--- src/rtl/io_wake_irq_defs.svh ---
// Register selects, field positions, writable masks and reset values
// Assumes inclusion by bare name from every design file that needs it
`ifndef IO_WAKE_IRQ_DEFS_SVH
`define IO_WAKE_IRQ_DEFS_SVH

// ****************************************************************
// Register selects
// ****************************************************************
`define SEL_IO_FLAGS 2'h0
`define SEL_IO_INHIBIT 2'h1
`define SEL_SUP_FLAGS 2'h2
`define SEL_SUP_INHIBIT 2'h3

// ****************************************************************
// Writable fields and reset values
// ****************************************************************
`define IO_IMPL_BITS 16'h01FB
`define IO_INPUT_BITS 16'h00FB
`define SUP_FLAG_BITS 16'h0BEF
`define SUP_INHIBIT_BITS 16'h03EF
`define REG_RESET 16'h0000

// ****************************************************************
// Field positions
// ****************************************************************
`define IO_BIT_TIMER 8
`define SUP_BIT_MAIN_UV 0
`define SUP_BIT_MAIN_OV 1
`define SUP_BIT_DRV_UV 2
`define SUP_BIT_DRV_OV 3
`define SUP_BIT_SPI_REQ 5
`define SUP_BIT_SPI_CLK 6
`define SUP_BIT_SPI_CRC 7
`define SUP_BIT_I2C_REQ 8
`define SUP_BIT_I2C_CRC 9
`define SUP_BIT_BACKUP_UV 11
`define SUP_BIT_SWITCH 12

`endif

--- src/rtl/io_wake_irq_pkg.sv ---
// Types shared by the interrupt flag and inhibit logic
// Assumes all registers are sixteen bits wide
package io_wake_irq_pkg;
    typedef logic [15:0] reg16_t;
    typedef logic [1:0] reg_sel_t;

    typedef struct packed {
        reg16_t bits;
    } bank_state_t;

    typedef struct packed {
        reg16_t rdata;
        logic rvalid;
        logic irq;
    } top_state_t;
endpackage : io_wake_irq_pkg

--- src/rtl/w1c_flag_bank.sv ---
// Bank of sticky event flags, cleared by writing one
// Assumes set inputs are one-cycle or level events on the system clock
`timescale 1ns/1ns
`include "io_wake_irq_defs.svh"

module w1c_flag_bank #(
    parameter io_wake_irq_pkg::reg16_t IMPL = 16'hFFFF
) (
    // Clock and reset
    input wire logic i_sys_clk,
    input wire logic i_rst,
    // Events and clear
    input wire io_wake_irq_pkg::reg16_t i_set,
    input wire logic i_clr_wr,
    input wire io_wake_irq_pkg::reg16_t i_wdata,
    // Flags
    output io_wake_irq_pkg::reg16_t o_flags
);
    import io_wake_irq_pkg::*;

    bank_state_t s_q;
    bank_state_t s_d;
    reg16_t clr;

    always_comb begin
        clr = i_clr_wr ? i_wdata : `REG_RESET;
        s_d = s_q;
        s_d.bits = ((s_q.bits & ~clr) | i_set) & IMPL;
    end

    always_ff @(posedge i_sys_clk or posedge i_rst) begin
        if (i_rst) begin
            s_q <= '{bits: `REG_RESET};
        end else begin
            s_q <= s_d;
        end
    end

    assign o_flags = s_q.bits;

    set_wins_a: assert property (@(posedge i_sys_clk)
        disable iff (i_rst)
        |(i_set & IMPL) |=> ((o_flags & $past(i_set) & IMPL)
        == ($past(i_set) & IMPL)))
        else $error("flag event lost against a clear");
endmodule : w1c_flag_bank

--- src/rtl/inhibit_reg.sv ---
// Read-write inhibit register with unimplemented bits held at zero
// Assumes one write strobe per access
`timescale 1ns/1ns
`include "io_wake_irq_defs.svh"

module inhibit_reg #(
    parameter io_wake_irq_pkg::reg16_t IMPL = 16'hFFFF
) (
    // Clock and reset
    input wire logic i_sys_clk,
    input wire logic i_rst,
    // Write access
    input wire logic i_wr,
    input wire io_wake_irq_pkg::reg16_t i_wdata,
    // Inhibit bits
    output io_wake_irq_pkg::reg16_t o_bits
);
    import io_wake_irq_pkg::*;

    bank_state_t s_q;
    bank_state_t s_d;

    always_comb begin
        s_d = s_q;
        if (i_wr) begin
            s_d.bits = i_wdata & IMPL;
        end
    end

    always_ff @(posedge i_sys_clk or posedge i_rst) begin
        if (i_rst) begin
            s_q <= '{bits: `REG_RESET};
        end else begin
            s_q <= s_d;
        end
    end

    assign o_bits = s_q.bits;
endmodule : inhibit_reg

--- src/rtl/io_wake_and_supply_fault_irq.sv ---
// Wake and I/O change flags, supply and link fault flags, their inhibit
// registers and the combined interrupt request.
// Assumes the serial front end gives a register select, read and write
// strobes and event pulses, all synchronous to i_sys_clk.
`timescale 1ns/1ns
`include "io_wake_irq_defs.svh"

module io_wake_and_supply_fault_irq (
    // Clock and reset
    input wire logic i_sys_clk,
    input wire logic i_rst,
    // Register access
    input wire io_wake_irq_pkg::reg_sel_t i_reg_sel,
    input wire logic i_reg_wr,
    input wire logic i_reg_rd,
    input wire io_wake_irq_pkg::reg16_t i_reg_wdata,
    output io_wake_irq_pkg::reg16_t o_reg_rdata,
    output logic o_reg_rvalid,
    // Mode
    input wire logic i_normal_mode,
    // Input change and timer events
    input wire logic [6:0] i_io_change,
    input wire logic i_long_timer_evt,
    // Supply events
    input wire logic i_main_supply_uv,
    input wire logic i_main_supply_ov,
    input wire logic i_driver_supply_uv,
    input wire logic i_driver_supply_ov,
    input wire logic i_backup_supply_uv,
    input wire logic i_backup_switch_state,
    // Serial interface errors
    input wire logic i_spi_req_err,
    input wire logic i_spi_clk_err,
    input wire logic i_spi_crc_err,
    input wire logic i_i2c_req_err,
    input wire logic i_i2c_crc_err,
    // Interrupt request
    output logic o_irq
);
    import io_wake_irq_pkg::*;

    // ****************************************************************
    // Write decode
    // ****************************************************************
    logic wr_io_flags;
    logic wr_io_inhibit;
    logic wr_sup_flags;
    logic wr_sup_inhibit;

    assign wr_io_flags = i_reg_wr && (i_reg_sel == `SEL_IO_FLAGS);
    assign wr_io_inhibit = i_reg_wr && (i_reg_sel == `SEL_IO_INHIBIT);
    assign wr_sup_flags = i_reg_wr && (i_reg_sel == `SEL_SUP_FLAGS);
    assign wr_sup_inhibit = i_reg_wr && (i_reg_sel == `SEL_SUP_INHIBIT);

    // ****************************************************************
    // Event vectors
    // ****************************************************************
    reg16_t io_flags;
    reg16_t io_inhibit;
    reg16_t sup_flags;
    reg16_t sup_inhibit;
    reg16_t io_raw;
    reg16_t io_set;
    reg16_t sup_set;

    always_comb begin
        io_raw = `REG_RESET;
        io_raw[1:0] = i_io_change[1:0];
        io_raw[7:3] = i_io_change[6:2];
        io_raw[`IO_BIT_TIMER] = i_long_timer_evt;
        io_set = io_raw & ~(io_inhibit & `IO_INPUT_BITS);
    end

    always_comb begin
        sup_set = `REG_RESET;
        sup_set[`SUP_BIT_MAIN_UV] = i_main_supply_uv;
        sup_set[`SUP_BIT_MAIN_OV] = i_main_supply_ov;
        sup_set[`SUP_BIT_DRV_UV] = i_driver_supply_uv;
        sup_set[`SUP_BIT_DRV_OV] = i_driver_supply_ov;
        sup_set[`SUP_BIT_SPI_REQ] = i_spi_req_err;
        sup_set[`SUP_BIT_SPI_CLK] = i_spi_clk_err;
        sup_set[`SUP_BIT_SPI_CRC] = i_spi_crc_err;
        sup_set[`SUP_BIT_I2C_REQ] = i_i2c_req_err;
        sup_set[`SUP_BIT_I2C_CRC] = i_i2c_crc_err;
        sup_set[`SUP_BIT_BACKUP_UV] = i_backup_supply_uv;
    end

    // ****************************************************************
    // Flag and inhibit registers
    // ****************************************************************
    // clear by one, set wins, zero keeps
    w1c_flag_bank #(
        .IMPL(`IO_IMPL_BITS)
    ) u_io_flags (
        .i_sys_clk(i_sys_clk),
        .i_rst(i_rst),
        .i_set(io_set),
        .i_clr_wr(wr_io_flags),
        .i_wdata(i_reg_wdata),
        .o_flags(io_flags)
    );

    w1c_flag_bank #(
        .IMPL(`SUP_FLAG_BITS)
    ) u_sup_flags (
        .i_sys_clk(i_sys_clk),
        .i_rst(i_rst),
        .i_set(sup_set),
        .i_clr_wr(wr_sup_flags),
        .i_wdata(i_reg_wdata),
        .o_flags(sup_flags)
    );

    // reserved inhibit bits held at zero
    inhibit_reg #(
        .IMPL(`IO_IMPL_BITS)
    ) u_io_inhibit (
        .i_sys_clk(i_sys_clk),
        .i_rst(i_rst),
        .i_wr(wr_io_inhibit),
        .i_wdata(i_reg_wdata),
        .o_bits(io_inhibit)
    );

    inhibit_reg #(
        .IMPL(`SUP_INHIBIT_BITS)
    ) u_sup_inhibit (
        .i_sys_clk(i_sys_clk),
        .i_rst(i_rst),
        .i_wr(wr_sup_inhibit),
        .i_wdata(i_reg_wdata),
        .o_bits(sup_inhibit)
    );

    // ****************************************************************
    // Interrupt combine and read back
    // ****************************************************************
    logic io_pending;
    logic timer_pending;
    logic sup_pending;
    reg16_t sup_view;
    top_state_t s_q;
    top_state_t s_d;

    assign io_pending = |(io_flags & ~io_inhibit & `IO_INPUT_BITS)
        && i_normal_mode;
    assign timer_pending = io_flags[`IO_BIT_TIMER]
        && !io_inhibit[`IO_BIT_TIMER];
    assign sup_pending = |(sup_flags & ~sup_inhibit
        & `SUP_FLAG_BITS);

    always_comb begin
        sup_view = sup_flags & `SUP_FLAG_BITS;
        sup_view[`SUP_BIT_SWITCH] = i_backup_switch_state;
    end

    always_comb begin
        s_d = s_q;
        s_d.irq = io_pending || timer_pending || sup_pending;
        s_d.rvalid = i_reg_rd;
        if (i_reg_rd) begin
            unique case (i_reg_sel)
                `SEL_IO_FLAGS: s_d.rdata = io_flags;
                `SEL_IO_INHIBIT: s_d.rdata = io_inhibit;
                `SEL_SUP_FLAGS: s_d.rdata = sup_view;
                `SEL_SUP_INHIBIT: s_d.rdata = sup_inhibit;
            endcase
        end
    end

    always_ff @(posedge i_sys_clk or posedge i_rst) begin
        if (i_rst) begin
            s_q <= '{rdata: `REG_RESET, rvalid: 1'b0, irq: 1'b0};
        end else begin
            s_q <= s_d;
        end
    end

    assign o_reg_rdata = s_q.rdata;
    assign o_reg_rvalid = s_q.rvalid;
    assign o_irq = s_q.irq;

    // ****************************************************************
    // Assertions
    // ****************************************************************
    inhibit_write_a: assert property (@(posedge i_sys_clk)
        disable iff (i_rst)
        wr_io_inhibit |=> io_inhibit == ($past(i_reg_wdata) & 16'h01FB))
        else $error("I/O inhibit write did not land in fields");

    io_irq_pass_a: assert property (@(posedge i_sys_clk)
        disable iff (i_rst)
        (|(io_flags & ~io_inhibit & 16'h00FB) && i_normal_mode) |=> o_irq)
        else $error("uninhibited input change gave no interrupt");

    io_irq_mode_a: assert property (@(posedge i_sys_clk)
        disable iff (i_rst)
        (!i_normal_mode && !timer_pending && !sup_pending) |=> !o_irq)
        else $error("input change interrupt outside Normal mode");

    timer_irq_a: assert property (@(posedge i_sys_clk)
        disable iff (i_rst)
        (io_flags[8] && !io_inhibit[8]) |=> o_irq)
        else $error("timer flag gave no interrupt");

    timer_inhibit_a: assert property (@(posedge i_sys_clk)
        disable iff (i_rst)
        (io_flags == 16'h0100 && io_inhibit[8] && sup_flags == 16'h0000)
        |=> !o_irq)
        else $error("inhibited timer flag raised interrupt");

    io_reserved_a: assert property (@(posedge i_sys_clk)
        disable iff (i_rst)
        ((io_inhibit & ~16'h01FB) == 16'h0000)
        && ((io_flags & ~16'h01FB) == 16'h0000))
        else $error("reserved I/O bit set");

    w1c_clear_a: assert property (@(posedge i_sys_clk)
        disable iff (i_rst)
        (wr_sup_flags && i_reg_wdata[0] && !i_main_supply_uv)
        |=> !sup_flags[0])
        else $error("write one did not clear flag");

    main_uv_a: assert property (@(posedge i_sys_clk)
        disable iff (i_rst)
        i_main_supply_uv |=> sup_flags[0])
        else $error("main supply under event not latched");

    main_ov_hold_a: assert property (@(posedge i_sys_clk)
        disable iff (i_rst)
        (sup_flags[1] && !(wr_sup_flags && i_reg_wdata[1]))
        |=> sup_flags[1])
        else $error("main supply over flag dropped");

    drv_supply_a: assert property (@(posedge i_sys_clk)
        disable iff (i_rst)
        (i_driver_supply_uv && i_driver_supply_ov)
        |=> (sup_flags[3:2] == 2'h3))
        else $error("driver supply flags not latched");

    spi_req_a: assert property (@(posedge i_sys_clk)
        disable iff (i_rst)
        i_spi_req_err |=> sup_flags[5])
        else $error("SPI request error not latched");

    spi_clk_a: assert property (@(posedge i_sys_clk)
        disable iff (i_rst)
        i_spi_clk_err |=> sup_flags[6])
        else $error("SPI clock error not latched");

    spi_crc_a: assert property (@(posedge i_sys_clk)
        disable iff (i_rst)
        i_spi_crc_err |=> sup_flags[7])
        else $error("SPI CRC error not latched");

    i2c_req_a: assert property (@(posedge i_sys_clk)
        disable iff (i_rst)
        i_i2c_req_err |=> sup_flags[8])
        else $error("I2C request error not latched");

    i2c_crc_a: assert property (@(posedge i_sys_clk)
        disable iff (i_rst)
        i_i2c_crc_err |=> sup_flags[9])
        else $error("I2C CRC error not latched");

    backup_uv_a: assert property (@(posedge i_sys_clk)
        disable iff (i_rst)
        i_backup_supply_uv |=> sup_flags[11])
        else $error("backup under event not latched");

    backup_clear_a: assert property (@(posedge i_sys_clk)
        disable iff (i_rst)
        (wr_sup_flags && i_reg_wdata[11] && !i_backup_supply_uv)
        |=> !sup_flags[11])
        else $error("write one did not clear backup under flag");

    switch_live_a: assert property (@(posedge i_sys_clk)
        disable iff (i_rst)
        (i_reg_rd && i_reg_sel == 2'h2)
        |=> o_reg_rdata[12] == $past(i_backup_switch_state))
        else $error("switch state read back wrong");

    sup_reserved_a: assert property (@(posedge i_sys_clk)
        disable iff (i_rst)
        o_reg_rvalid && $past(i_reg_sel) == 2'h2
        |-> (o_reg_rdata & 16'hE410) == 16'h0000)
        else $error("reserved fault bit read nonzero");

    masked_input_a: assert property (@(posedge i_sys_clk)
        disable iff (i_rst)
        (i_io_change[0] && io_inhibit[0] && !io_flags[0]) |=> !io_flags[0])
        else $error("inhibited input change was recorded");

    sup_inhibit_a: assert property (@(posedge i_sys_clk)
        disable iff (i_rst)
        (sup_flags != 16'h0000 && (sup_flags & ~sup_inhibit) == 16'h0000
        && io_flags == 16'h0000) |=> !o_irq)
        else $error("inhibited fault flag raised interrupt");

    sup_irq_pass_a: assert property (@(posedge i_sys_clk)
        disable iff (i_rst)
        ((sup_flags & ~sup_inhibit) != 16'h0000) |=> o_irq)
        else $error("uninhibited fault flag gave no interrupt");

    zero_keeps_a: assert property (@(posedge i_sys_clk)
        disable iff (i_rst)
        wr_sup_flags |=> (($past(sup_flags) & ~$past(i_reg_wdata))
        & ~sup_flags) == 16'h0000)
        else $error("writing zero cleared a flag");

    irq_release_a: assert property (@(posedge i_sys_clk)
        disable iff (i_rst)
        (!io_pending && !timer_pending && !sup_pending) |=> !o_irq)
        else $error("interrupt held with nothing pending");

    // ****************************************************************
    // Coverage
    // ****************************************************************
    irq_raise_c: cover property (@(posedge i_sys_clk) disable iff (i_rst)
        !o_irq ##1 o_irq);

    clear_release_c: cover property (@(posedge i_sys_clk) disable iff (i_rst)
        (wr_sup_flags && o_irq) ##2 !o_irq);

    set_and_clear_c: cover property (@(posedge i_sys_clk) disable iff (i_rst)
        wr_sup_flags && i_reg_wdata[0] && i_main_supply_uv);

    timer_idle_mode_c: cover property (@(posedge i_sys_clk) disable iff (i_rst)
        timer_pending && !i_normal_mode ##1 o_irq);
endmodule : io_wake_and_supply_fault_irq

--- config.mk ---
export PLATFORM = sky130hd
export DESIGN_NAME = io_wake_and_supply_fault_irq
export DESIGN_NICKNAME = d
export VERILOG_FILES = /design/src/rtl/io_wake_irq_pkg.sv /design/src/rtl/w1c_flag_bank.sv /design/src/rtl/inhibit_reg.sv /design/src/rtl/io_wake_and_supply_fault_irq.sv
export VERILOG_INCLUDE_DIRS = /design/src /design/src/rtl
export SDC_FILE = /design/constraint.sdc
export NUM_CORES = 1
export LEC_CHECK = 0
export BUFFER_PORTS_ARGS = -buffer_cell sky130_fd_sc_hd__buf_4
export CAP_MARGIN = 5
export CORE_UTILIZATION = 45
export CTS_CLUSTER_SIZE = 8
export DETAILED_ROUTE_END_ITERATION = 7
export HOLD_SLACK_MARGIN = 0.08
export PLACE_DENSITY_LB_ADDON = 0.08
export SYNTH_ARGS = -nofsm -noshare
export SYNTH_HDL_FRONTEND = slang
export SYNTH_HIERARCHICAL = 1
export SYNTH_SLANG_ARGS = --single-unit
--- constraint.sdc ---
create_clock -name i_sys_clk -period 1.4 [get_ports i_sys_clk]
set_input_delay 0.07 -clock i_sys_clk [delete_from_list [all_inputs] [get_ports i_sys_clk]]
set_output_delay 0.07 -clock i_sys_clk [all_outputs]
set_load 0.05 [all_outputs]
==> results of run 1 <==
==> power breakdown <==
part	internal (mW)	switching [mW]
clock	0.584	0.521
sequential	1.74	0.158
combinational	0.616	0.594
==> area by class of cell <==
| class | instances | area share (%) |
|---|---|---|
| well taps | 75 | 2.476 |
| flip-flops and latches | 53 | 35.00 |
| multi-input cells | 148 | 33.28 |
| clock buffers | 7 | 2.278 |
| inverters | 22 | 2.179 |
| clock inverters | 1 | 0.7923 |
| repair buffers | 105 | 24.00 |
==> sequential cells by signal, indices dropped and copies added (netlist names) <==
signal / count
u_io_flags/o_flags: 8
o_reg_rvalid: 1
u_sup_inhibit/o_bits: 9
u_io_inhibit/o_bits: 8
o_reg_rdata: 16
o_irq: 1
u_sup_flags/o_flags: 10
==> per-layer routing <==
metal | part of all wire (%) | track usage [%] | up-vias
met2 | 50 | 37.17 | 46
met3 | 3.0 | 4.111 | 7
li1 | - | - | 954
met4 | 0.85 | 5.714 | 0
met1 | 46 | 26.22 | 956
met5 | 0 | 0 | -
==> worst register-to-register path: cells and delay by family, from the launching register on <==
family        cells  cell delay (ns)
multiplexers      2             0.77
flip-flops        1             0.43
==> metrics by stage <==
stage          instance area, µm²  util, %  hold WS [ns]
2_1_floorplan                2919        -       -0.1143
3_3_place_gp                 3244    53.84       0.06929
3_5_place_dp                 3244    53.84       0.06664
4_1_cts                      3781    62.75        0.1910
5_1_grt                      3790    62.89        0.1985
6_report                     3790    62.89        0.1927
==> placed cells by master (no fill, tap or decap), types with 5 or more instances in the layout <==
cell type / n
dlygate4sd3_1: 42
dfrtp_1: 53
a21o_1: 18
mux4_2: 9
a21oi_1: 10
nor2_1: 11
nand2_1: 19
mux2i_1: 5
buf_4: 61
inv_1: 22
nor2b_1: 8
clkbuf_8: 6
mux2_4: 26
o22ai_1: 7
conb_1: 23
==> repair_timing <==
item,4_1_cts,5_1_grt
setup endpoints to repair,0,10
gates resized for setup,0,2
endpoints found under the hold margin,90,0
hold buffers,42,0
==> how the worst max path moves through the flow <==
| stage | startpoint | to | slack (ns) | cells past startpoint |
|---|---|---|---|---|
| floorplan | u_io_inhibit/o_bits[0] | o_reg_rdata[0] | 0.16 | 2 |
| global placement | i_reg_sel[0] | o_reg_rdata[1] | 0.07 | 3 |
| detailed placement | i_reg_sel[0] | o_reg_rdata[0] | 0.07 | 3 |
| CTS | i_reg_sel[1] | u_sup_flags/o_flags[5] | 0.07 | 7 |
| global route | i_reg_sel[1] | u_sup_flags/o_flags[8] | 0.02 | 7 |
| finish | i_reg_wdata[6] | u_sup_flags/o_flags[6] | 0.08 | 5 |
==> results.json, run 1 <==
{
  "status": "complete, no violations",
  "slew_violations": 0,
  "fin_nets": 377,
  "r2r_start": "u_io_inhibit/o_bits[0]",
  "fin_crit_sh_pct": 94.24,
  "cap_violations": 0,
  "place_congestion": 0.7903,
  "antenna_found_initial": 0,
  "powerDensity_mw_per_mm2": 1111,
  "ir_drop_uv": 496.1,
  "hpwl_mm": 4.202,
  "cts_setup_buffers": 0,
  "slew_headroom_pct": 64.46,
  "hold_path_class": "input port to flip-flop",
  "clock_sinks": 53,
  "clockBufferDepth": 2,
  "num_antenna_cells": 0,
  "critical_path_arrival_ns": 1.52,
  "path_max_fanout": 4,
  "final_hold_viol_count": 0,
  "rrSetupSlack_ns": 0.09,
  "pre_cts_ws_ns": 0.06833,
  "leakagePower_nw": 1.782,
  "min_path_cells": 3,
  "die_h_um": 81.50,
  "grt_max_degree": 23,
  "worst_pin_slew_ns": 0.5325,
  "critPathKind": "input port to flip-flop",
  "cpMostUsedCell": "dlygate4sd3_1",
  "cts_tree": "built",
  "path_clk_slew_ns": 0.10,
  "start_util_pct": 47.20,
  "path_delay_family": "buffers and inverters",
  "total_power_mw": 4.211,
  "seq_area_mm2": 0.001326,
  "path_cells": "dlygate4sd3_1 > buf_4 > nand2_1 > a21o_1 > dlygate4sd3_1",
  "core_area_mm2": 0.006026,
  "portBuffers": 54,
  "ys.warnings.count": 6,
  "critPathBufInv": 3,
  "drt_wl_total_mm": 6.207,
  "startpoint_type": "input port",
  "grt_pass1_vias": 1984,
  "dpl.cell_count": 361,
  "min_period_ns": 1.319,
  "layout_setup_ws_ns": 0.08059,
  "wl_per_cell_um": 15.10,
  "worstSetupEndpointType": "flip-flop",
  "clock_skew_ns": 0.006456,
  "slowest_stage": "dlygate4sd3_1",
  "dieArea_mm2": 0.006642,
  "boundaryPins": 60,
  "grt_remaining_overflow": 0,
  "dieWidth_um": 81.50,
  "rr_endpoint": "o_reg_rdata[0]",
  "crit_required_ns": 1.60,
  "ant_nets": 0,
  "syn_inst": 236,
  "syn_to_final_growth_pct": 33.26,
  "grt.total_usage_pct": 21.09,
  "multiInputGateArea_mm2": 0.001261,
  "routed_via_density": 4.776,
  "instances_no_fill": 411,
  "setup_viol": 0,
  "vias": 1963,
  "max_freq_ghz": 0.7579,
  "cts_buffers": 5,
  "clk_latency_ns": 0.31,
  "cts_root_buf": "clkbuf_8",
  "fp-row-count": 28,
  "rsz0062_at_grt": "no",
  "synth_area_mm2": 0.002844,
  "htree_levels": 2,
  "avgSynthCellArea_um2": 12.05,
  "r2r.worst_path.cells": 2,
  "drtPass1Iterations": 4,
  "slowest_delay_ns": 0.54,
  "fillers": 490,
  "drive_gt1_share_pct": 32.44,
  "fin_setup_tns_ns": 0,
  "min_from": "i_backup_switch_state",
  "drc": 0,
  "grt_pass1_wl_mm": 10.03,
  "holdPathEnd": "o_reg_rdata[12]",
  "drtIter0Drc": 92
}
Power figures use the tool's default switching activity.
==> inputs of run 2 (changes only) <==
--- a/config.mk
+++ b/config.mk
@@ -8,6 +8,7 @@
 export LEC_CHECK = 0
 export BUFFER_PORTS_ARGS = -buffer_cell sky130_fd_sc_hd__buf_4
 export CAP_MARGIN = 5
+export CORE_MARGIN = 8
 export CORE_UTILIZATION = 45
 export CTS_CLUSTER_SIZE = 8
 export DETAILED_ROUTE_END_ITERATION = 7
==> constraint.sdc (replaced) <==
create_clock -name i_sys_clk -period 1.7 [get_ports i_sys_clk]
set_input_delay 0.085 -clock i_sys_clk [delete_from_list [all_inputs] [get_ports i_sys_clk]]
set_output_delay 0.085 -clock i_sys_clk [all_outputs]
set_load 0.05 [all_outputs]
==> run 2 against run 1 <==
- routed wire length is 1.5% higher
- critical path type is now flip-flop to flip-flop
- setup slack better by 0.32 ns
- global-route usage is 6.2 points lower
- design area is 3.8% lower
- clock-buffer cell count stayed put
- die area is 37% higher
==> results.json, run 2 (same netlist as run 1, synthesis figures left out) <==
{
  "min_period_ns": 1.298,
  "fillers": 552,
  "pre_cts_ws_ns": 0.2829,
  "worstSetupEndpointType": "flip-flop",
  "fp-row-count": 29,
  "drc": 0,
  "startpoint_type": "flip-flop",
  "grt_pass1_vias": 2032,
  "cts_tree": "built",
  "grt.total_usage_pct": 14.94,
  "drt_wl_total_mm": 6.301,
  "setup_viol": 0,
  "critPathBufInv": 0,
  "worst_pin_slew_ns": 0.7381,
  "grt_remaining_overflow": 0,
  "clock_skew_ns": 0.005506,
  "slew_headroom_pct": 50.74,
  "mostFrequentLayoutCell": "buf_4",
  "fin_setup_tns_ns": 0,
  "powerDensity_mw_per_mm2": 935.9,
  "start_util_pct": 45.57,
  "portBuffers": 54,
  "clockBufferDepth": 2,
  "htree_levels": 2,
  "ir_drop_uv": 419.4,
  "crit_required_ns": 1.90,
  "layout_setup_ws_ns": 0.4022,
  "path_cells": "mux4_1 > mux2_2",
  "boundaryPins": 60,
  "layout_common_cells": "61 x buf_4, 53 x dfrtp_1, 31 x dlygate4sd3_1",
  "holdWs_ns": 0.08578,
  "dieArea_mm2": 0.009120,
  "grt_max_degree": 23,
  "cts_root_buf": "clkbuf_8",
  "final_hold_viol_count": 0,
  "fin_nets": 364,
  "clock_sinks": 53,
  "drive_gt1_share_pct": 32.82,
  "cts_setup_buffers": 0,
  "critPathKind": "flip-flop to flip-flop",
  "leakagePower_nw": 1.741,
  "wl_per_cell_um": 15.75,
  "path_max_fanout": 4,
  "clk_latency_ns": 0.30,
  "drtIter0Drc": 40,
  "max_freq_ghz": 0.7705,
  "cap_violations": 0,
  "syn_to_final_growth_pct": 28.20,
  "path_clk_slew_ns": 0.09,
  "path_delay_family": "multiplexers",
  "antenna_found_initial": 0,
  "place_congestion": 0.7670,
  "slowest_stage": "mux4_1",
  "largest_reg_flops": 16,
  "die_h_um": 95.50,
  "vias": 1877,
  "routed_via_density": 4.693,
  "grt_pass1_wl_mm": 10.30,
  "drtPass1Iterations": 4,
  "status": "complete, no violations",
  "critical_path_arrival_ns": 1.49,
  "ant_nets": 0,
  "cts_resized": 0,
  "fin_crit_sh_pct": 76.34,
  "dieWidth_um": 95.50,
  "hold_path_class": "input port to flip-flop",
  "rsz0062_at_grt": "no",
  "hpwl_mm": 4.525,
  "slew_violations": 0,
  "num_antenna_cells": 0,
  "core_area_mm2": 0.006241,
  "cts_buffers": 5,
  "postCtsHoldBufs": 31,
  "slowest_delay_ns": 0.50
}
run 2: changes by cell type in the layout (fill, tap and decap cells not counted), sizes merged:
cell,delta
buf,-2
dlygate4sd3,-11
run 2: metal layers:
layer	global-route usage, %	routed length (µm)	up-vias
met5	0	0	-
met4	4.738	86	0
met3	3.701	361	6
met2	25.32	3076	48
met1	18.26	2778	895
li1	-	-	928
run 2: area by class of cell:
type | count | area, µm² | share of cell area, %
Sequential cell | 53 | 1326 | 36.38
Clock buffer | 7 | 86.33 | 2.368
Tap cell | 77 | 96.34 | 2.642
Clock inverter | 1 | 30.03 | 0.8236
Timing Repair Buffer | 92 | 768.2 | 21.07
Multi-Input combinational cell | 148 | 1256 | 34.45
Inverter | 22 | 82.58 | 2.265
run 2: power by group:
part           internal (mW)  switching, mW
Clock                  0.480          0.400
Sequential              1.43          0.136
Combinational          0.483          0.481
run 2: per-stage QoR:
step / util [%] / total power [mW] / area (µm²) / std cells
2_1_floorplan: - / 2.253 / 2919 / 256
3_3_place_gp: 51.58 / 2.498 / 3219 / 361
3_5_place_dp: 51.58 / 2.512 / 3219 / 361
4_1_cts: 58.42 / 3.454 / 3646 / 400
5_1_grt: 58.42 / 3.587 / 3646 / 400
6_report: 58.42 / 3.412 / 3646 / 400
run 2: final timing paths:
path	startpoint	end	slack [ns]	depth (start not counted)
setup / recovery	u_io_inhibit/o_bits[0]	o_reg_rdata[0]	0.40	2
hold / removal	i_io_change[0]	u_io_flags/o_flags[0]	0.09	3
setup reg to reg	u_io_inhibit/o_bits[0]	o_reg_rdata[0]	0.40	2
hold reg to reg	u_io_flags/o_flags[6]	u_io_flags/o_flags[6]	0.51	1
max in group asynchronous	i_rst	o_reg_rdata[11]	0.74	3
min in group asynchronous	i_rst	u_io_inhibit/o_bits[7]	0.34	3
run 2: tightest hold or removal path, stage by stage:
cell and delay (ns):
buf_4 0.07, nor2b_1 0.12, a21o_1 0.09
